[config.mk]
export PLATFORM = sky130hd
export DESIGN_NAME = rcc_regs
export DESIGN_NICKNAME = d
export VERILOG_FILES = /design/src/hdl/rcc_pkg.sv /design/src/hdl/rcc_retry_timer.sv /design/src/hdl/rcc_socket_ctrl.sv /design/src/hdl/rcc_regs.sv
export SDC_FILE = /design/constraint.sdc
export NUM_CORES = 1
export LEC_CHECK = 0
export ABC_AREA = 1
export BUFFER_PORTS_ARGS = -buffer_cell sky130_fd_sc_hd__buf_2
export CORE_ASPECT_RATIO = 2
export CORE_MARGIN = 2
export CORE_UTILIZATION = 49
export DETAILED_ROUTE_END_ITERATION = 10
export PLACE_DENSITY = 0.69
export SYNTH_ARGS = -nofsm -noshare
export SYNTH_HDL_FRONTEND = slang
export SYNTH_SLANG_ARGS = --single-unit
[constraint.sdc]
create_clock -name CLK -period 1.8 [get_ports CLK]
set_input_delay 0.36 -clock CLK [delete_from_list [all_inputs] [get_ports CLK]]
set_output_delay 0.36 -clock CLK [all_outputs]
set_load 0.005 [all_outputs]
[src/hdl/rcc_pkg.sv]
// Constants shared by the retry status and card control register block
package rcc_pkg;

	// ****************************************************************
	// Register offsets in configuration space
	// ****************************************************************
	localparam logic [7:0] RETRY_OFS   = 8'h90;
	localparam logic [7:0] CARD_OFS    = 8'h91;

	// ****************************************************************
	// Values after reset
	// ****************************************************************
	localparam logic [7:0] RETRY_RESET = 8'hC0;
	localparam logic [7:0] CARD_RESET  = 8'h00;

	// ****************************************************************
	// Field positions of the retry timeout status register
	// ****************************************************************
	localparam int HOST_ON_BIT  = 7;
	localparam int CARD_ON_BIT  = 6;
	localparam int TGT_B_BIT    = 5;
	localparam int TGT_A_BIT    = 3;
	localparam int HOST_EXP_BIT = 1;

	// ****************************************************************
	// Field positions of the card socket control register
	// ****************************************************************
	localparam int RING_EN_BIT  = 7;
	localparam int VIDEO_BIT    = 6;
	localparam int SPARE_BIT    = 5;
	localparam int AUDIO_BIT    = 2;
	localparam int SPK_BIT      = 1;
	localparam int IRQ_BIT      = 0;

	// ****************************************************************
	// Retry targets and timeout length
	// ****************************************************************
	localparam int TGT_HOST     = 0;
	localparam int TGT_CARD_A   = 1;
	localparam int TGT_CARD_B   = 2;
	localparam int NUM_TGT      = 3;
	localparam int NUM_SOCK     = 2;
	// Timeout is printed as a power of two of PCI clocks
	localparam int RETRY_TIMEOUT_EXP    = 15;
	localparam int RETRY_TIMEOUT_CLOCKS = 2 ** RETRY_TIMEOUT_EXP;

	// Retry timer states
	typedef enum logic {TMR_IDLE, TMR_WAIT} rcc_tmr_state_t;

endpackage

[src/hdl/rcc_retry_timer.sv]
// Retry timeout counter for one retried master
module rcc_retry_timer #(
	parameter int LIMIT = rcc_pkg::RETRY_TIMEOUT_CLOCKS
) (
	input  wire logic clk,     // Clock
	input  wire logic rst,     // Synchronous reset
	input  wire logic issue,   // Retry given to master
	input  wire logic ret,     // Master came back
	input  wire logic enable,  // Counter enable
	output logic      expire   // One-cycle timeout pulse
);
	localparam int CW = $clog2(LIMIT + 1);
	localparam logic [CW-1:0] LAST = CW'(LIMIT - 1);

	typedef struct packed {
		rcc_pkg::rcc_tmr_state_t state;
		logic [CW-1:0]           cnt;
		logic                    expire;
	} rcc_tmr_t;

	rcc_tmr_t s_ff;
	rcc_tmr_t nxt_s;

	// Count while waiting; a new retry restarts the wait
	always_comb begin
		nxt_s = s_ff;
		nxt_s.expire = 1'b0;
		case (s_ff.state)
			rcc_pkg::TMR_IDLE: begin
				if (issue) begin
					nxt_s.state = rcc_pkg::TMR_WAIT;
					nxt_s.cnt = '0;
				end
			end
			rcc_pkg::TMR_WAIT: begin
				if (issue) begin
					nxt_s.cnt = '0;
				end else if (ret) begin
					nxt_s.state = rcc_pkg::TMR_IDLE;
					nxt_s.cnt = '0;
				end else if (enable) begin
					if (s_ff.cnt == LAST) begin
						nxt_s.state = rcc_pkg::TMR_IDLE;
						nxt_s.cnt = '0;
						nxt_s.expire = 1'b1;
					end else begin
						nxt_s.cnt = s_ff.cnt + 1'b1;
					end
				end
				// Disabled: hold the count
			end
			default: nxt_s = '0;
		endcase
	end

	// State register
	always_ff @(posedge clk) begin
		if (rst) begin
			s_ff <= '0;
		end else begin
			s_ff <= nxt_s;
		end
	end

	assign expire = s_ff.expire;
endmodule

[src/hdl/rcc_socket_ctrl.sv]
// Per-socket bits of the card socket control register
module rcc_socket_ctrl (
	input  wire logic       clk,         // Clock
	input  wire logic       rst,         // Synchronous reset
	input  wire logic       wr,          // Write from this function
	input  wire logic [7:0] wdata,       // Write data
	input  wire logic       irq_event,   // Functional interrupt pulse
	output logic            video_float, // Video port float request
	output logic            spare,       // Reserved storage bit
	output logic            audio_off,   // Card audio not routed
	output logic            spk_en,      // Speaker route enable
	output logic            irq_flag     // Card interrupt flag
);
	typedef struct packed {
		logic video;
		logic spare;
		logic audio_off;
		logic spk;
		logic irq;
	} rcc_sock_t;

	rcc_sock_t s_ff;
	rcc_sock_t nxt_s;

	// Plain storage bits, then the sticky flag
	always_comb begin
		nxt_s = s_ff;
		if (wr) begin
			nxt_s.video = wdata[rcc_pkg::VIDEO_BIT];
			nxt_s.spare = wdata[rcc_pkg::SPARE_BIT];
			nxt_s.audio_off = wdata[rcc_pkg::AUDIO_BIT];
			nxt_s.spk = wdata[rcc_pkg::SPK_BIT];
		end
		if (wr && wdata[rcc_pkg::IRQ_BIT])
			nxt_s.irq = 1'b0;
		// Set after clear so a same-cycle interrupt is kept
		if (irq_event)
			nxt_s.irq = 1'b1;
	end

	// State register
	always_ff @(posedge clk) begin
		if (rst) begin
			s_ff.video <= rcc_pkg::CARD_RESET[rcc_pkg::VIDEO_BIT];
			s_ff.spare <= rcc_pkg::CARD_RESET[rcc_pkg::SPARE_BIT];
			s_ff.audio_off <= rcc_pkg::CARD_RESET[rcc_pkg::AUDIO_BIT];
			s_ff.spk <= rcc_pkg::CARD_RESET[rcc_pkg::SPK_BIT];
			s_ff.irq <= rcc_pkg::CARD_RESET[rcc_pkg::IRQ_BIT];
		end else begin
			s_ff <= nxt_s;
		end
	end

	assign video_float = s_ff.video;
	assign spare       = s_ff.spare;
	assign audio_off   = s_ff.audio_off;
	assign spk_en      = s_ff.spk;
	assign irq_flag    = s_ff.irq;
endmodule

[src/hdl/rcc_regs.sv]
// Retry timeout status and card socket control registers, top level
module rcc_regs #(
	parameter int RETRY_LIMIT = rcc_pkg::RETRY_TIMEOUT_CLOCKS
) (
	input  wire logic       CLK,                  // 10 MHz clock
	input  wire logic       RST,                  // Synchronous reset, high
	input  wire logic       CFG_FUNC,             // Accessing function number
	input  wire logic [7:0] CFG_ADDR,             // Configuration byte offset
	input  wire logic       CFG_WR,               // Write strobe
	input  wire logic       CFG_RD,               // Read strobe
	input  wire logic [7:0] CFG_WDATA,            // Write data
	output logic      [7:0] CFG_RDATA,            // Read data, next cycle
	input  wire logic [2:0] RETRY_ISSUED,         // Retry given, per target
	input  wire logic [2:0] MASTER_RETURNED,      // Master back, per target
	input  wire logic [1:0] CARD_IRQ,             // Functional interrupt pulses
	input  wire logic [1:0] CARD_SPEAKER,         // Socket speaker levels
	input  wire logic [1:0] CARD_AUDIO,           // Socket audio levels
	input  wire logic       RING_IN,              // Ring event level
	output logic            SPEAKER_OUTPUT,       // Speaker data
	output logic            SPEAKER_OE_N,         // Speaker drive, low drives
	output logic            CARD_AUDIO_PWM,       // Audio for multipurpose pin
	output logic            AUDIO_TO_MULTIPIN,    // Audio is routed
	output logic            RING_INDICATE_OUTPUT, // Gated ring indicate
	output logic      [1:0] VIDEO_PORT_FLOAT      // Video terminals float
);

	// ****************************************************************
	// State of the block
	// ****************************************************************

	// Everything the top keeps lives in one packed struct
	typedef struct packed {
		logic       host_on;
		logic       card_on;
		logic [2:0] expired;
		logic       ring_en;
		logic [7:0] rdata;
		logic       spk_out;
		logic       spk_drive;
		logic       aud_out;
		logic       aud_routed;
		logic       ring_out;
	} rcc_top_t;

	rcc_top_t s_ff;
	rcc_top_t nxt_s;

	// ****************************************************************
	// Address decode
	// ****************************************************************

	logic       wr_retry;
	logic       wr_card;
	logic [1:0] sock_wr;

	// Both functions reach one shared retry register
	assign wr_retry = CFG_WR && (CFG_ADDR == rcc_pkg::RETRY_OFS);
	assign wr_card  = CFG_WR && (CFG_ADDR == rcc_pkg::CARD_OFS);

	// Per-socket bits go to the function that makes the access
	assign sock_wr[0] = wr_card && !CFG_FUNC;
	assign sock_wr[1] = wr_card && CFG_FUNC;

	// ****************************************************************
	// Retry timeout counters
	// ****************************************************************

	logic [2:0] tmr_on;
	logic [2:0] tmr_expire;

	// Host side on bit 7, both card targets on bit 6
	assign tmr_on[rcc_pkg::TGT_HOST]   = s_ff.host_on;
	assign tmr_on[rcc_pkg::TGT_CARD_A] = s_ff.card_on;
	assign tmr_on[rcc_pkg::TGT_CARD_B] = s_ff.card_on;

	// One counter per retried target
	generate
		for (genvar t = 0; t < rcc_pkg::NUM_TGT; t++) begin : g_tmr
			rcc_retry_timer #(
				.LIMIT  (RETRY_LIMIT)
			) u_tmr (
				.clk    (CLK),
				.rst    (RST),
				.issue  (RETRY_ISSUED[t]),
				.ret    (MASTER_RETURNED[t]),
				.enable (tmr_on[t]),
				.expire (tmr_expire[t])
			);
		end
	endgenerate

	// ****************************************************************
	// Socket slices
	// ****************************************************************

	logic [1:0] video_en;
	logic [1:0] spare_bit;
	logic [1:0] audio_off;
	logic [1:0] spk_en;
	logic [1:0] irq_flag;

	// Each socket keeps its own video, audio, speaker and flag bits
	generate
		for (genvar k = 0; k < rcc_pkg::NUM_SOCK; k++) begin : g_sock
			rcc_socket_ctrl u_sock (
				.clk         (CLK),
				.rst         (RST),
				.wr          (sock_wr[k]),
				.wdata       (CFG_WDATA),
				.irq_event   (CARD_IRQ[k]),
				.video_float (video_en[k]),
				.spare       (spare_bit[k]),
				.audio_off   (audio_off[k]),
				.spk_en      (spk_en[k]),
				.irq_flag    (irq_flag[k])
			);
		end
	endgenerate

	// ****************************************************************
	// Read values
	// ****************************************************************

	logic [7:0] retry_view;
	logic [7:0] card_view;
	logic       fsel;

	assign fsel = CFG_FUNC;

	// Reserved retry bits are tied low, not stored
	always_comb begin
		retry_view = 8'h00;
		retry_view[rcc_pkg::HOST_ON_BIT]  = s_ff.host_on;
		retry_view[rcc_pkg::CARD_ON_BIT]  = s_ff.card_on;
		retry_view[rcc_pkg::TGT_B_BIT]    = s_ff.expired[rcc_pkg::TGT_CARD_B];
		retry_view[rcc_pkg::TGT_A_BIT]    = s_ff.expired[rcc_pkg::TGT_CARD_A];
		retry_view[rcc_pkg::HOST_EXP_BIT] = s_ff.expired[rcc_pkg::TGT_HOST];
	end

	// Card bits 4 and 3 are tied low; bit 7 is global, the rest follow the function
	always_comb begin
		card_view = 8'h00;
		card_view[rcc_pkg::RING_EN_BIT] = s_ff.ring_en;
		card_view[rcc_pkg::VIDEO_BIT]   = video_en[fsel];
		card_view[rcc_pkg::SPARE_BIT]   = spare_bit[fsel];
		card_view[rcc_pkg::AUDIO_BIT]   = audio_off[fsel];
		card_view[rcc_pkg::SPK_BIT]     = spk_en[fsel];
		card_view[rcc_pkg::IRQ_BIT]     = irq_flag[fsel];
	end

	// ****************************************************************
	// Next state
	// ****************************************************************

	logic [2:0] clr_exp;
	logic       spk_mix;

	// Write-one-to-clear mask for the expiry flags
	assign clr_exp[rcc_pkg::TGT_HOST]   = wr_retry && CFG_WDATA[rcc_pkg::HOST_EXP_BIT];
	assign clr_exp[rcc_pkg::TGT_CARD_A] = wr_retry && CFG_WDATA[rcc_pkg::TGT_A_BIT];
	assign clr_exp[rcc_pkg::TGT_CARD_B] = wr_retry && CFG_WDATA[rcc_pkg::TGT_B_BIT];

	// Each socket's speaker is gated by its own enable first
	assign spk_mix = (CARD_SPEAKER[0] & spk_en[0]) ^ (CARD_SPEAKER[1] & spk_en[1]);

	always_comb begin
		nxt_s = s_ff;

		// Counter enables are plain storage
		if (wr_retry) begin
			nxt_s.host_on = CFG_WDATA[rcc_pkg::HOST_ON_BIT];
			nxt_s.card_on = CFG_WDATA[rcc_pkg::CARD_ON_BIT];
		end

		// Clear first, then set, so a timeout in the clear cycle survives
		nxt_s.expired = (s_ff.expired & ~clr_exp) | tmr_expire;

		// Ring enable is one global bit written from either function
		if (wr_card)
			nxt_s.ring_en = CFG_WDATA[rcc_pkg::RING_EN_BIT];

		// Read data captured on the strobe; unmapped offsets read zero
		if (CFG_RD) begin
			if (CFG_ADDR == rcc_pkg::RETRY_OFS)
				nxt_s.rdata = retry_view;
			else if (CFG_ADDR == rcc_pkg::CARD_OFS)
				nxt_s.rdata = card_view;
			else
				nxt_s.rdata = 8'h00;
		end

		// Speaker path, registered to keep the pin glitch free
		nxt_s.spk_out = spk_mix;
		nxt_s.spk_drive = spk_en[0] | spk_en[1];

		// Audio routing: a zero in bit 2 asks for routing
		if (!audio_off[0]) begin
			nxt_s.aud_out = CARD_AUDIO[0];
			nxt_s.aud_routed = 1'b1;
		end else if (!audio_off[1]) begin
			nxt_s.aud_out = CARD_AUDIO[1];
			nxt_s.aud_routed = 1'b1;
		end else begin
			nxt_s.aud_out = 1'b0;
			nxt_s.aud_routed = 1'b0;
		end

		// Ring indicate passes only while enabled
		nxt_s.ring_out = s_ff.ring_en & RING_IN;
	end

	// ****************************************************************
	// State register
	// ****************************************************************

	// Reset follows the printed register defaults
	always_ff @(posedge CLK) begin
		if (RST) begin
			s_ff.host_on    <= rcc_pkg::RETRY_RESET[rcc_pkg::HOST_ON_BIT];
			s_ff.card_on    <= rcc_pkg::RETRY_RESET[rcc_pkg::CARD_ON_BIT];
			s_ff.expired    <= '0;
			s_ff.ring_en    <= rcc_pkg::CARD_RESET[rcc_pkg::RING_EN_BIT];
			s_ff.rdata      <= 8'h00;
			s_ff.spk_out    <= 1'b0;
			s_ff.spk_drive  <= 1'b0;
			s_ff.aud_out    <= 1'b0;
			s_ff.aud_routed <= 1'b0;
			s_ff.ring_out   <= 1'b0;
		end else begin
			s_ff <= nxt_s;
		end
	end

	// ****************************************************************
	// Outputs
	// ****************************************************************

	// Data outputs all come straight from flip-flops
	assign CFG_RDATA            = s_ff.rdata;
	assign SPEAKER_OUTPUT       = s_ff.spk_out;
	assign SPEAKER_OE_N         = ~s_ff.spk_drive;
	assign CARD_AUDIO_PWM       = s_ff.aud_out;
	assign AUDIO_TO_MULTIPIN    = s_ff.aud_routed;
	assign RING_INDICATE_OUTPUT = s_ff.ring_out;

	// Float request only; this block never drives video data
	assign VIDEO_PORT_FLOAT     = video_en;

endmodule

# ---- Yosys cells after proc, flatten, opt, wreduce, memory -nomap -nowiden
# Cells that the tools add are included.
dict set report totals {
  register_bits 83
  in_bits 34
  out_inout_bits 15
  word_cells 121
}
dict set report op_classes {
  addsub 3
  magnitude_cmp 1
  n_eq_ne 11
  mux 45
  bitwise 14
  n_reduce_logical 18
}
# cell count
set ops {}
lappend ops {{two-way mux 17 bit} 6}
lappend ops {{case mux 17 bit (2 select lines)} 3}
lappend ops {{two-way mux 16 bit} 6}
lappend ops {{two-way mux 18 bit} 3}
lappend ops {{adder 16 x 1 -> 16 bit (second input constant)} 3}
lappend ops {{== test 16 x 15 -> 1 bit (second input constant)} 3}
lappend ops {{two-way mux 1 bit} 23}
lappend ops {{== test 8 bit (second input constant)} 2}
lappend ops {{two-way mux 8 bit} 2}
lappend ops {{OR reduction 5 bit} 3}
lappend ops {{!= test 4 bit (second input constant)} 3}
lappend ops {{logical AND 1 bit} 9}
lappend ops {{!= test 2 bit (second input constant)} 3}
lappend ops {{NOT 1 bit} 6}
lappend ops {{AND reduction 2 bit} 3}
lappend ops {{two-way mux 2 bit} 2}
lappend ops {{nonzero test 2 bit} 2}
lappend ops {{AND 1 bit} 3}
lappend ops {{AND 3 bit} 1}
lappend ops {{NOT 3 bit} 1}
lappend ops {{OR 3 bit} 1}
lappend ops {{less-than comparator 1 x 2 -> 1 bit (second input constant)} 1}
lappend ops {{zero test 1 bit} 1}
lappend ops {{OR 1 bit} 1}
lappend ops {{XOR 1 bit} 1}

# ---- Depth between registers and ports, before layout
# Gate-level depths: netlist of run 1.
dict set report depth {
  depth_word 6
  ltp_mapped 10
  mapped_depth_nobuf 10
}

# ---- Cells and area by module
# Synthesis of run 1 repeated with hierarchy kept, for this count alone.
dict set report unflattened {
  hier_cells 659
  area_unflattened_um2 4416.7
}
# module n_inst cells_each area_per_inst_um2 seq_area_each_um2
set modules_own_cells {}
lappend modules_own_cells {rcc_retry_timer 3 159 1054.8 360.3}
lappend modules_own_cells {rcc_regs 1 138 912.1 360.3}
lappend modules_own_cells {rcc_socket_ctrl 2 22 170.2 100.1}

# ---- Worst setup path after synthesis of run 1
# OpenSTA, ideal clock, no wires.
dict set report synth_timing {
  kind {reg2reg}
  startpoint {register g_tmr[2].u_tmr.s_ff[1] in the netlist's numbering}
  endpoint {register g_tmr[2].u_tmr.s_ff[1] in the netlist's numbering}
  setup_time_ns 0.115
  arrival_ns 1.292
  t_required_ns 1.685
  setup_slack_ns 0.394
  stages_incl_launch_ff 9
  path_buffers 1
  period_less_slack_ns 1.406
  cell_sequence {dfxtp_1 -> ha_1 -> nand2_2 -> nor2_4 -> nand3_4 -> nor2_4 -> nor2_2 -> buf_6 -> o21a_1}
}
dict set report synth_via {
  elab_chain_len 6
  word_cells_on_any_way 7
  cone_classes {add/sub (1); eq/ne (1); mux (5)}
}
# item line_no
set synth_lines {}
lappend synth_lines {{start: declaration} rcc_retry_timer.sv:21} ;# rcc_tmr_t s_ff;
lappend synth_lines {{start signal: assignment} rcc_retry_timer.sv:61} ;# s_ff <= nxt_s;
lappend synth_lines {{adder 16 x 1 -> 16 bit or == test 16 x 15 -> 1 bit (tied branches)} {rcc_retry_timer.sv:47, rcc_retry_timer.sv:42}}
lappend synth_lines {{two-way mux 16 bit (*)} rcc_retry_timer.sv:42} ;# if (s_ff.cnt == LAST) begin
lappend synth_lines {{two-way mux 18 bit (*)} rcc_retry_timer.sv:41} ;# end else if (enable) begin
lappend synth_lines {{two-way mux 17 bit (*)} rcc_retry_timer.sv:38} ;# end else if (ret) begin
lappend synth_lines {{two-way mux 16 bit (*)} rcc_retry_timer.sv:36} ;# if (issue) begin
lappend synth_lines {{case mux 17 bit (2 select lines) (*)} rcc_retry_timer.sv:28} ;# case (s_ff.state)
# Mark *: on every way between the ends. The rest lies on a longest branch, timed or not. The select of a mux whose other input is x is not followed.
# A chain may end at the register's enable or synchronous reset.

# ---- Worst setup path after layout of run 1
dict set report layout_timing {
  startpoint {register g_tmr[0].u_tmr.s_ff[1] in the netlist's numbering}
  endpoint {register g_tmr[0].u_tmr.s_ff[5] in the netlist's numbering}
}
dict set report layout_via {
  elab_chain_len 6
  word_cells_on_any_way 7
  cone_classes {add/sub (1); eq/ne (1); mux (5)}
}
# item line_no
set layout_lines {}
lappend layout_lines {{start: declaration} rcc_retry_timer.sv:21}
lappend layout_lines {{start signal: assignment} rcc_retry_timer.sv:61}
lappend layout_lines {{adder 16 x 1 -> 16 bit or == test 16 x 15 -> 1 bit (tied branches)} {rcc_retry_timer.sv:47, rcc_retry_timer.sv:42}}
lappend layout_lines {{two-way mux 16 bit (*)} rcc_retry_timer.sv:42}
lappend layout_lines {{two-way mux 18 bit (*)} rcc_retry_timer.sv:41}
lappend layout_lines {{two-way mux 17 bit (*)} rcc_retry_timer.sv:38}
lappend layout_lines {{two-way mux 16 bit (*)} rcc_retry_timer.sv:36}
lappend layout_lines {{case mux 17 bit (2 select lines) (*)} rcc_retry_timer.sv:28}
# Marks and branches as above.

==> results by group, run 1 <==
Final layout
  – Multi-input logic area: 0.00226 mm²
  – Register Area: around 0.0016 mm²
  – Layout area overhead: 12.3%
  – # diodes: 0
  – NumNets Final: 740
  – Fill cells: a little under 900
  – Final Cell Area: 0.00488 mm²
  – Share of post-route cells with drive strength above 1: 0.137

Clock tree
  – Number of gates resized after cts: 0
  – Clock Sinks: a little over 80
  – CTS clk-pin slew, worst paths: 60 ps
  – Post-CTS setup buffers: 0
  – TritonCTS clock tree: done
  – Clock root buffer: clkbuf_16
  – CTS buffer count: 9
  – Clk buf depth: 2
  – Worst skew pair latency: between 300 and 400 ps
  – Hold Buf Count CTS: 0
  – H-tree levels: 3

Pwr
  – Power after layout: between 3 and 4 mW
  – Leak Pwr: around 2.0 nW
  – Pwr per Cell Area: between 700 and 800 mW/mm²
  – Worst vdd ir: between 0.6 and 0.7 mV

Route
  – Routed Antenna Nets: 0
  – DRT Pass-1 Iters: 4
  – Vias: 4269
  – DRC errors left: 0
  – DR vias/cell: 5.28
  – Wire length per cell: ~13 µm
  – Drt initial violations: ~190
  – WL final: roughly 10000 µm

Placement
  – Placed cell areas: 0.00460 mm²
  – Routability cong.: between 0.9 and 1
  – DP HPWL: roughly 7800 µm
  – Port Buffers: 46

Synth
  – Post-synthesis register bit count: between 80 and 90
  – Mapped Cells: 663
  – Post-Syn Area: roughly 0.0043 mm²
  – Unique masters post-synth: 37
  – Mapped Avg Cell Area: 6.55 µm²
  – Syn Nets: 700
  – Sequential-to-total area share from yosys stat: 0.378
  – Yosys warns: 0

Setup path
  – Crit-path max FO: 5
  – Critical Path RT: 2030 ps
  – Startpoint type of the worst setup path: flip-flop
  – Worst Path Arrival: between 1500 and 2000 ps
  – Setup crit end kind: flip-flop
  – Critical path type: flip-flop to flip-flop

Global routing
  – Gr ovfl total: 0
  – Largest net degree at the start of global routing: 46
  – Global-route wire length before repair: about 17000 µm
  – Vias in the first global route: 4057
  – GRT Util Overall: 0.224
  – Antenna violations before repair: 0

STA
  – RSZ-0062 raised after global routing: false
  – Post-layout min period: about 1600 ps
  – # setup viols final: 0
  – Slew Limit Fails: 0
  – Fin Setup TNS: 0 ps
  – Hold Fails Final Rpt: 0
  – Max Fclk: roughly 630 MHz
  – Clock Skew: between 5 and 6 ps
  – Hold WS: ~240 ps
  – Fin crit share: 0.878

Min path
  – Tightest Hold Check Type: primary input to flip-flop

Run status
  – Status: completed

Floorplanning
  – Placement row count: 48
  – Die width: between 70 and 80 µm
  – Full die area: ~0.0097 mm²
  – Initial Util: 0.502
  – CORE AREA: 0.00865 mm²
  – Chip height: roughly 140 µm
  – # IOs: 49

Run
  – Max-cap viol count: 0
worst max-delay path, cell delays in order (launching register included):
cell,delay [ps]
dfxtp_1,370
ha_1,220
nand3_1,130
nor2_4,110
nand4_1,210
nand2_2,200
nand2_1,80
nand2_2,100
nor2_1,60
cells in the mapped netlist:
| master | number | area, µm² |
|---|---|---|
| nor2_8 | 1 | 20.0 |
| or2_2 | 4 | 25.0 |
| a21oi_1 | 52 | 260 |
| conb_1 | 1 | 3.75 |
| clkbuf_1 | 7 | 26.3 |
| inv_2 | 4 | 15.0 |
| o21ai_0 | 30 | 150 |
| o21ai_1 | 3 | 15.0 |
| buf_4 | 11 | 82.6 |
| nor4_1 | 2 | 12.5 |
| mux2i_1 | 1 | 10.0 |
| nand3b_1 | 2 | 15.0 |
| buf_6 | 4 | 45.0 |
| o21a_1 | 2 | 15.0 |
| o21bai_1 | 1 | 7.51 |
| nand2_2 | 7 | 43.8 |
| clkbuf_2 | 1 | 5.00 |
| ha_1 | 3 | 37.5 |
| nor2_2 | 7 | 43.8 |
| dfxtp_1 | 82 | 1640 |
| inv_1 | 67 | 251 |
| nor3_1 | 15 | 75.1 |
| nand3_1 | 31 | 155 |
| nand3_4 | 1 | 17.5 |
| xor2_1 | 3 | 26.3 |
| xnor2_1 | 5 | 43.8 |
| nand4_1 | 14 | 87.6 |
| and2_1 | 2 | 12.5 |
| and3_1 | 2 | 12.5 |
| o22ai_1 | 2 | 12.5 |
| nor3b_1 | 1 | 7.51 |
| o211ai_1 | 5 | 37.5 |
| buf_2 | 3 | 15.0 |
| nor2_1 | 98 | 368 |
| nor2_4 | 4 | 45.0 |
| o21ai_2 | 1 | 8.76 |
| nand2_1 | 184 | 691 |
worst paths after layout:
kind,cells after the start,start,to,slack (ps)
max,8,g_tmr[0].u_tmr.s_ff[1],g_tmr[0].u_tmr.s_ff[5],220
min,3,RING_IN,RING_INDICATE_OUTPUT,240
max reg2reg,8,g_tmr[0].u_tmr.s_ff[1],g_tmr[0].u_tmr.s_ff[5],220
min reg2reg,2,g_tmr[1].u_tmr.expire,retry_view[3],440
layout by cell type, fill, tap and decap left out, drive strengths merged:
cell type  count
a21oi         52
and2           2
and3           2
buf           55
clkbuf        13
clkinvlp       2
conb           1
dfxtp         82
ha             3
inv           72
mux2i          1
nand2        191
nand3         32
nand3b         2
nand4         14
nor2         110
nor3          15
nor3b          1
nor4           2
o211ai         5
o21a           2
o21ai         34
o21bai         1
o22ai          2
or2            4
xnor2          5
xor2           3
metal layers:
layer	vias to the layer above	global-route usage	part of all wire
met5	-	0	0
met4	0	0.122	0.041
met3	31	0.0317	0.027
met2	78	0.429	0.56
met1	1972	0.227	0.38
li1	2188	-	-
per-stage QoR:
step           std cells  setup WS, ps   util
2_1_floorplan        663           394      -
3_3_place_gp         792           250  0.532
3_5_place_dp         792           234  0.532
4_1_cts              808           216  0.564
5_1_grt              808          7.24  0.564
6_report             808           219  0.564
logic make-up (layout without fill, tap and decap cells):
group                      after synthesis  count (layout)  synth area share
and+or+nand+nor                        375             375             0.376
buffers and inverters                   97             142             0.101
AOI/OAI and AO/OA                       96              96             0.117
DFF                                     82              82             0.378
xor gates and xnor gates                 8               8            0.0161
adders and majority gates                3               3           0.00865
other                                    1               1          0.000864
muxes                                    1               1           0.00231
flip-flops by register name, indices dropped and copies added (netlist names):
signal,flops
g_sock.u_sock.irq_flag,2
retry_view,5
AUDIO_TO_MULTIPIN,1
g_tmr.u_tmr.expire,3
g_tmr.u_tmr.s_ff,51
g_sock.u_sock.audio_off,2
s_ff,1
g_sock.u_sock.spare,2
SPEAKER_OUTPUT,1
g_sock.u_sock.spk_en,2
CFG_RDATA,7
card_view,1
RING_INDICATE_OUTPUT,1
g_sock.u_sock.video_float,2
CARD_AUDIO_PWM,1
final cells by class:
type | instances | area share
Clock buffer | 13 | 0.0513
Sequential cell | 82 | 0.337
Timing Repair Buffer | 55 | 0.0636
Tap cell | 100 | 0.0257
Multi-Input combinational cell | 484 | 0.463
Clock inverter | 3 | 0.00487
Inverter | 71 | 0.0546
power breakdown:
| group | switching [mW] | internal [mW] | leakage, nW |
|---|---|---|---|
| logic | 0.145 | 0.0782 | 1.22 |
| registers | 0.0112 | 1.84 | 0.664 |
| clock network | 0.717 | 0.979 | 0.126 |
(Power assumes the default switching activity.)
==> inputs of run 2 (changes only) <==
--- a/config.mk
+++ b/config.mk
@@ -9,9 +9,9 @@
 export BUFFER_PORTS_ARGS = -buffer_cell sky130_fd_sc_hd__buf_2
 export CORE_ASPECT_RATIO = 2
 export CORE_MARGIN = 2
-export CORE_UTILIZATION = 49
+export CORE_UTILIZATION = 59
 export DETAILED_ROUTE_END_ITERATION = 10
-export PLACE_DENSITY = 0.69
+export PLACE_DENSITY = 0.8
 export SYNTH_ARGS = -nofsm -noshare
 export SYNTH_HDL_FRONTEND = slang
 export SYNTH_SLANG_ARGS = --single-unit
==> run 2 against run 1 <==
  * Routed wire length fell by 0.21%
  * Setup slack got worse by 48 ps
  * Via count rose by 1.7%
  * Count of clock-buffer cells in the layout fell by 2
  * Sequential power barely moved
  * Largest cell class unchanged
  * Utilization rose by 11 points
  * Total power rose by 1.9%
  * Global-route usage rose by 4.2 points
  * Sequential share of layout area rose by 0.11 points
  * Critical endpoint unchanged
  * Die area fell by 16%
==> results by group, run 2 (synthesis results as in run 1) <==
Clock tree
  – H-tree levels: 3 (unchanged)
  – Hold Buf Count CTS: 0 (unchanged)
  – Clock Sinks: 82 (unchanged)
  – CTS buffer count: 9 (unchanged)
  – Clk buf depth: 2 (unchanged)
  – Worst skew pair latency: 340 ps (about the same)
  – TritonCTS clock tree: done
  – Post-CTS setup buffers: 0 (unchanged)
  – Number of gates resized after cts: 0 (unchanged)
  – Clock root buffer: clkbuf_16
  – CTS clk-pin slew, worst paths: 60 ps (about the same)

Global routing
  – GRT Util Overall: 0.266 (+0.0422)
  – Gr ovfl total: 0 (unchanged)
  – Vias in the first global route: 4136 (+1.9%)
  – Global-route wire length before repair: 17200 µm (-1.4%)
  – Antenna violations before repair: 0 (unchanged)
  – Largest net degree at the start of global routing: 46 (unchanged)

Pwr
  – Switching Power: 0.867 mW (-0.76%)
  – Pint: 2.97 mW (+2.7%)
  – Leak Pwr: 2.01 nW (about the same)
  – Sw Ratio: 0.226 (-0.00609)
  – Worst vdd ir: 0.699 mV (+15%)
  – Clock power share: 0.461 (+0.011)
  – Pwr per Cell Area: 789 mW/mm² (+2.3%)
  – Combinational Power Share: 0.057 (-0.002)
  – Power after layout: 3.84 mW (+1.9%)
  – Sequential Power Share: 0.481 (-0.009)

Min path
  – Tightest Hold Check Type: primary input to flip-flop

Setup path
  – Slowest library cell on the worst path: dfxtp_1
  – Cells along the critical path: ha_1 -> nand3_1 -> nor2_4 -> nand4_1 -> nand2_2 -> nand2_1 -> nand2_2 -> nor2_1
  – Critical path type: flip-flop to flip-flop
  – CP delay by family, top: simple AND/OR/NAND/NOR gates
  – Startpoint type of the worst setup path: flip-flop
  – Worst Path Arrival: 1860 ps (+50 ps)
  – Setup crit end kind: flip-flop
  – Crit-path max FO: 6 (+1)
  – Most numerous cell on the critical path: nand2_2
  – WP buf/inv: 0 (unchanged)
  – Slowest stage delay, CP: 360 ps (about the same)
  – Critical Path RT: 2030 ps (about the same)

STA
  – Slew @ Worst Pin: ~500 ps
  – Max Fclk: 614 MHz (-2.9%)
  – Clock Skew: 4.03 ps (-0.988 ps)
  – Hold Fails Final Rpt: 0 (unchanged)
  – Fin Setup TNS: 0 ps (unchanged)
  – # setup viols final: 0 (unchanged)
  – Fin crit share: 0.905 (+0.0264)
  – RSZ-0062 raised after global routing: false
  – Slew headroom: 0.664
  – Post-layout min period: 1630 ps (+47.6 ps)
  – Slew Limit Fails: 0 (unchanged)

Route
  – Drt initial violations: 313 (+63%)
  – DRC errors left: 0 (unchanged)
  – DR vias/cell: 5.45 (+3.1%)
  – Wire length per cell: 12.9 µm (+1.2%)
  – DRT Pass-1 Iters: 6 (+2)
  – Vias: 4343 (+1.7%)
  – WL final: 10300 µm (-0.21%)
  – Routed Antenna Nets: 0 (unchanged)

Placement
  – Placed cell areas: 0.00459 mm² (-0.38%)
  – Port Buffers: 46 (unchanged)
  – DP HPWL: 7360 µm (-5.9%)
  – Routability cong.: 0.946 (+2.2%)

Final layout
  – # diodes: 0 (unchanged)
  – Largest register FFs: 51 (unchanged)
  – Largest Register: g_tmr.u_tmr.s_ff
  – NumNets Final: 739 (-0.14%)
  – Final Cell Area: 0.00486 mm² (-0.33%)
  – Most common cell after layout, fill and taps aside: nand2_1
  – Share of post-route cells with drive strength above 1: 0.135 (-0.00225)
  – Layout area overhead: 12.0%
  – Fill cells: 627 (-29%)
  – Most frequent cells in the layout: 184 x nand2_1, 98 x nor2_1, 82 x dfxtp_1

Floorplanning
  – Full die area: 0.00810 mm² (-16%)
  – # IOs: 49 (unchanged)
  – Chip height: 125 µm (-8.6%)
  – Die width: 64.7 µm (-8.4%)
  – Initial Util: 0.602 (+0.100)
  – CORE AREA: 0.00721 mm² (-17%)
  – Placement row count: 44 (-8.3%)

Run
  – Max-cap viol count: 0 (unchanged)

Run status
  – Status: completed
==> run 2: per-stage QoR <==
step                      setup WS [ps]  instances  utilization  hold WS, ps
after floorplan                     394        663            -          415
after global placement              248        783        0.636          430
after detailed placement            221        783        0.636          433
after CTS                           207        797        0.674          240
after global routing               64.6        797        0.674          243
final                               171        797        0.674          240
==> run 2: final timing paths <==
path | start | to | slack, ps | cells after the start
worst max-delay path | g_tmr[0].u_tmr.s_ff[1] | g_tmr[0].u_tmr.s_ff[5] | 170 | 8
worst min-delay path | RING_IN | RING_INDICATE_OUTPUT | 240 | 3
worst max register to register | g_tmr[0].u_tmr.s_ff[1] | g_tmr[0].u_tmr.s_ff[5] | 170 | 8
worst min register to register | g_tmr[1].u_tmr.expire | retry_view[3] | 430 | 2
==> run 2: final cells by class <==
cell class	count	area, µm²	share of cell area
clock buffer	11	233	0.0479
clock inverter	3	42.5	0.00875
inverter	71	267	0.0548
multi-input combinational	484	2260	0.465
sequential	82	1640	0.338
tap	92	115	0.0237
timing repair buffer	54	303	0.0623
==> run 2: power by group through the flow <==
| stage | Clock [mW] | Sequential [mW] | Combinational, mW |
|---|---|---|---|
| final | 1.77 | 1.85 | 0.220 |
| after global routing | 1.85 | 1.85 | 0.247 |
| after CTS | 1.79 | 1.85 | 0.220 |
| after detailed placement | 0 | 1.89 | 0.219 |
| after global placement | 0 | 1.89 | 0.215 |
| after floorplan | 0 | 1.89 | 0.142 |
==> run 2: worst reg2reg max path, cell delays in order (launching register included) <==
cell and delay [ps]:
dfxtp_1 360, ha_1 200, nand3_1 130, nor2_4 170, nand4_1 220, nand2_2 200, nand2_1 80, nand2_2 110
nor2_1 60
==> run 2: layer usage <==
layer	up-vias	global-route usage	wire length [µm]
met5	-	0	0
met4	0	0.155	352
met3	32	0.0504	506
met2	127	0.500	5620
met1	2005	0.259	3840
li1	2179	-	-
==> inputs of run 3 (changes only) <==
--- a/config.mk
+++ b/config.mk
@@ -14,4 +14,5 @@
 export PLACE_DENSITY = 0.8
 export SYNTH_ARGS = -nofsm -noshare
 export SYNTH_HDL_FRONTEND = slang
+export SYNTH_HIERARCHICAL = 1
 export SYNTH_SLANG_ARGS = --single-unit
==> run 3 against run 2 <==
  * Critical endpoint is now g_tmr[1].u_tmr/s_ff[9]
  * Register-to-register slack better by 120 ps
  * Largest power group is now clock
  * Total power is 6.2% higher
  * Non-clock buffer count increased by 1
  * Sequential power is essentially flat
  * Critical path type unchanged
  * Utilization rose by 2.1 points
  * Count of clock-buffer cells in the layout unchanged
==> results by group, run 3 <==
Min path
  – Hold path cells: 3 (unchanged)
  – Hold path startpoint: RING_IN
  – Tightest Hold Check Type: primary input to flip-flop
  – Hold endpoint: RING_INDICATE_OUTPUT

STA
  – RSZ-0062 raised after global routing: false
  – Hold Fails Final Rpt: 0 (unchanged)
  – # setup viols final: 0 (unchanged)
  – Post-layout min period: 1510 ps (-123 ps)
  – Fin crit share: 0.837 (-0.0683)
  – Fin Setup TNS: 0 ps (unchanged)
  – Max Fclk: 664 MHz (+8.2%)
  – Slew Limit Fails: 0 (unchanged)
  – Fin worst setup slack: 294 ps (+123 ps)
  – Hold WS: 245 ps (+4.60 ps)
  – Clock Skew: 5.20 ps (+1.18 ps)

Clock tree
  – CTS clk-pin slew, worst paths: 60 ps (about the same)
  – Number of gates resized after cts: 0 (unchanged)
  – TritonCTS clock tree: done
  – Clk buf depth: 2 (unchanged)
  – Clock Sinks: 82 (unchanged)
  – Post-CTS setup buffers: 0 (unchanged)
  – Clock root buffer: clkbuf_16
  – Worst skew pair latency: 340 ps (about the same)
  – Hold Buf Count CTS: 0 (unchanged)
  – H-tree levels: 3 (unchanged)
  – CTS buffer count: 9 (unchanged)

Setup path
  – Setup crit end kind: flip-flop
  – Worst r2r dst: g_tmr[1].u_tmr/s_ff[9]
  – Reg2reg start: retry_view[6]
  – Slowest library cell on the worst path: dfxtp_1
  – Slowest stage delay, CP: 490 ps (+130 ps)
  – R2R depth: 8 (unchanged)
  – Critical Path RT: 2030 ps (about the same)
  – Crit-path max FO: 12 (+6)
  – Cells along the critical path: inv_1 -> nand2_1 -> nand2_1 -> nand2_2 -> inv_2 -> nor2_2 -> xor2_1 -> nor2_1
  – Startpoint type of the worst setup path: flip-flop
  – Critical path type: flip-flop to flip-flop
  – Worst Path Arrival: 1740 ps (-120 ps)
  – R2r setup slk: 290 ps (+120 ps)
  – Most numerous cell on the critical path: nand2_1

Global routing
  – Global-route wire length before repair: 17400 µm (+1.2%)
  – Gr ovfl total: 0 (unchanged)
  – Vias in the first global route: 4201 (+1.6%)
  – Antenna violations before repair: 0 (unchanged)
  – Largest net degree at the start of global routing: 17 (-63%)
  – GRT Util Overall: 0.266 (-0.000645)

Pwr
  – Switching Power: 0.902 mW (+4.0%)
  – Power after layout: 4.07 mW (+6.2%)
  – Clock power share: 0.483 (+0.022)
  – Pwr per Cell Area: 807 mW/mm² (+2.3%)
  – Combinational Power Share: 0.065 (+0.008)
  – Sw Ratio: 0.221 (-0.00458)
  – Worst vdd ir: 0.569 mV (-19%)
  – Sequential Power Share: 0.453 (-0.028)
  – Pint: 3.17 mW (+6.8%)
  – Leak Pwr: 2.04 nW (+1.9%)

Route
  – Wire length per cell: 12.8 µm (-1.3%)
  – DR vias/cell: 5.31 (-2.5%)
  – Vias: 4298 (-1.0%)
  – DRC errors left: 0 (unchanged)
  – Routed Antenna Nets: 0 (unchanged)
  – Drt initial violations: 252 (-19%)
  – WL final: 10300 µm (+0.20%)
  – DRT Pass-1 Iters: 5 (-1)

Placement
  – Port Buffers: 46 (unchanged)
  – Placed cells: 793 (+1.3%)
  – Placed cell areas: 0.00473 mm² (+3.1%)
  – Pre-CTS setup slack: 120 ps (-101 ps)
  – DP HPWL: 7770 µm (+5.6%)
  – Routability cong.: 0.912 (-3.6%)

Synth
  – Most common library cells after synthesis: 188 x nand2_1, 82 x dfxtp_1, 75 x inv_1, 69 x nor2_1, 66 x a21oi_1
  – Mapped Avg Cell Area: 6.70 µm² (+2.3%)
  – Post-Syn Area: 0.00442 mm² (+1.7%)
  – Yosys warns: 6 (+6)
  – Post-synthesis register bit count: 82 (unchanged)
  – Number of synthesized flops with an enable pin: 0 (unchanged)
  – Most common cell in the synthesized netlist: nand2_1
  – Share of the synthesized area in the top cell type: 0.372 (-0.00643)
  – Post-synth ARST share: 0 (unchanged)
  – Sequential-to-total area share from yosys stat: 0.372 (-0.00643)
  – Unique masters post-synth: 28 (-24%)
  – Mapped Cells: 659 (-0.60%)
  – Synth top area cells: dfxtp_1 37%, nand2_1 16%, a21oi_1 7.5%
  – Dominant synthesized flop cell: dfxtp_1
  – Yosys top cell by area: dfxtp_1
  – Syn Nets: 696 (-0.57%)

Final layout
  – NumNets Final: 749 (+1.4%)
  – Share of post-route cells with drive strength above 1: 0.206 (+0.0717)
  – Largest register FFs: 51 (unchanged)
  – Util after Layout: 0.695 (+0.0205)
  – Finished Layout Cells: 809 (+1.5%)
  – Layout area overhead: 14.3%
  – Most frequent cells in the layout: 188 x nand2_1, 82 x dfxtp_1, 75 x inv_1
  – # diodes: 0 (unchanged)
  – Most common cell after layout, fill and taps aside: nand2_1
  – Final Cell Area: 0.00505 mm² (+3.8%)
  – Largest Register: g_tmr.u_tmr/s_ff

Floorplanning
  – CORE AREA: 0.00727 mm² (+0.76%)
  – Placement row count: 44 (unchanged)
  – Full die area: 0.00824 mm² (+1.7%)
  – # IOs: 49 (unchanged)
  – Initial Util: 0.608 (+0.00577)
  – Die width: 65.2 µm (+0.81%)
  – Chip height: 126 µm (+0.83%)

Run
  – Max-cap viol count: 0 (unchanged)

Run status
  – Status: completed
==> run 3: power groups by stage <==
stage	Sequential, mW	Clock, mW	Combinational [mW]
2_1_floorplan	1.88	0	0.161
3_3_place_gp	1.88	0	0.256
3_5_place_dp	1.88	0	0.261
4_1_cts	1.84	1.99	0.263
5_1_grt	1.85	2.07	0.296
6_report	1.84	1.97	0.264
==> run 3: routing by layer <==
metal  part of all wire  track usage  wire length [µm]
met1               0.37        0.257              3840
met2               0.56        0.505              5750
met3              0.036       0.0496               370
met4              0.035        0.142               366
met5                  0            0                 0
==> run 3: worst max-delay path by stage <==
stage | startpoint | to | slack, ps | depth (start not counted)
after floorplan | CFG_ADDR[4] | g_sock[0].u_sock/audio_off | 410 | 9
after global placement | CFG_ADDR[2] | g_sock[1].u_sock/audio_off | 140 | 9
after detailed placement | CFG_ADDR[2] | g_sock[1].u_sock/audio_off | 120 | 9
after CTS | retry_view[6] | g_tmr[1].u_tmr/s_ff[9] | 300 | 8
after global routing | retry_view[6] | g_tmr[2].u_tmr/s_ff[13] | 110 | 9
final | retry_view[6] | g_tmr[1].u_tmr/s_ff[9] | 290 | 8
==> run 3: worst max-delay path: cells and delay by family (launching register included) <==
family,cells,cell delay [ps]
xor gates and xnor gates,1,170
buffers and inverters,2,170
and+or+nand+nor,5,570
DFF,1,490
==> run 3: final cells by class <==
class | count | area (µm²)
clock buffer | 11 | 243
fill | 640 | 2220
inverter | 84 | 315
timing repair buffer | 55 | 298
clock inverter | 5 | 77.6
tap | 92 | 115
sequential | 82 | 1640
multi-input combinational | 480 | 2360
==> run 3: cells by family (layout without fill, tap and decap cells) <==
group | after synthesis | count (layout) | synth area share
compound gates | 101 | 101 | 0.121
simple gates | 366 | 366 | 0.385
buf+inv | 97 | 155 | 0.0946
fa+ha+maj | 3 | 3 | 0.00850
other cells | 1 | 1 | 0.000849
xor+xnor | 9 | 9 | 0.0178
flops | 82 | 82 | 0.372
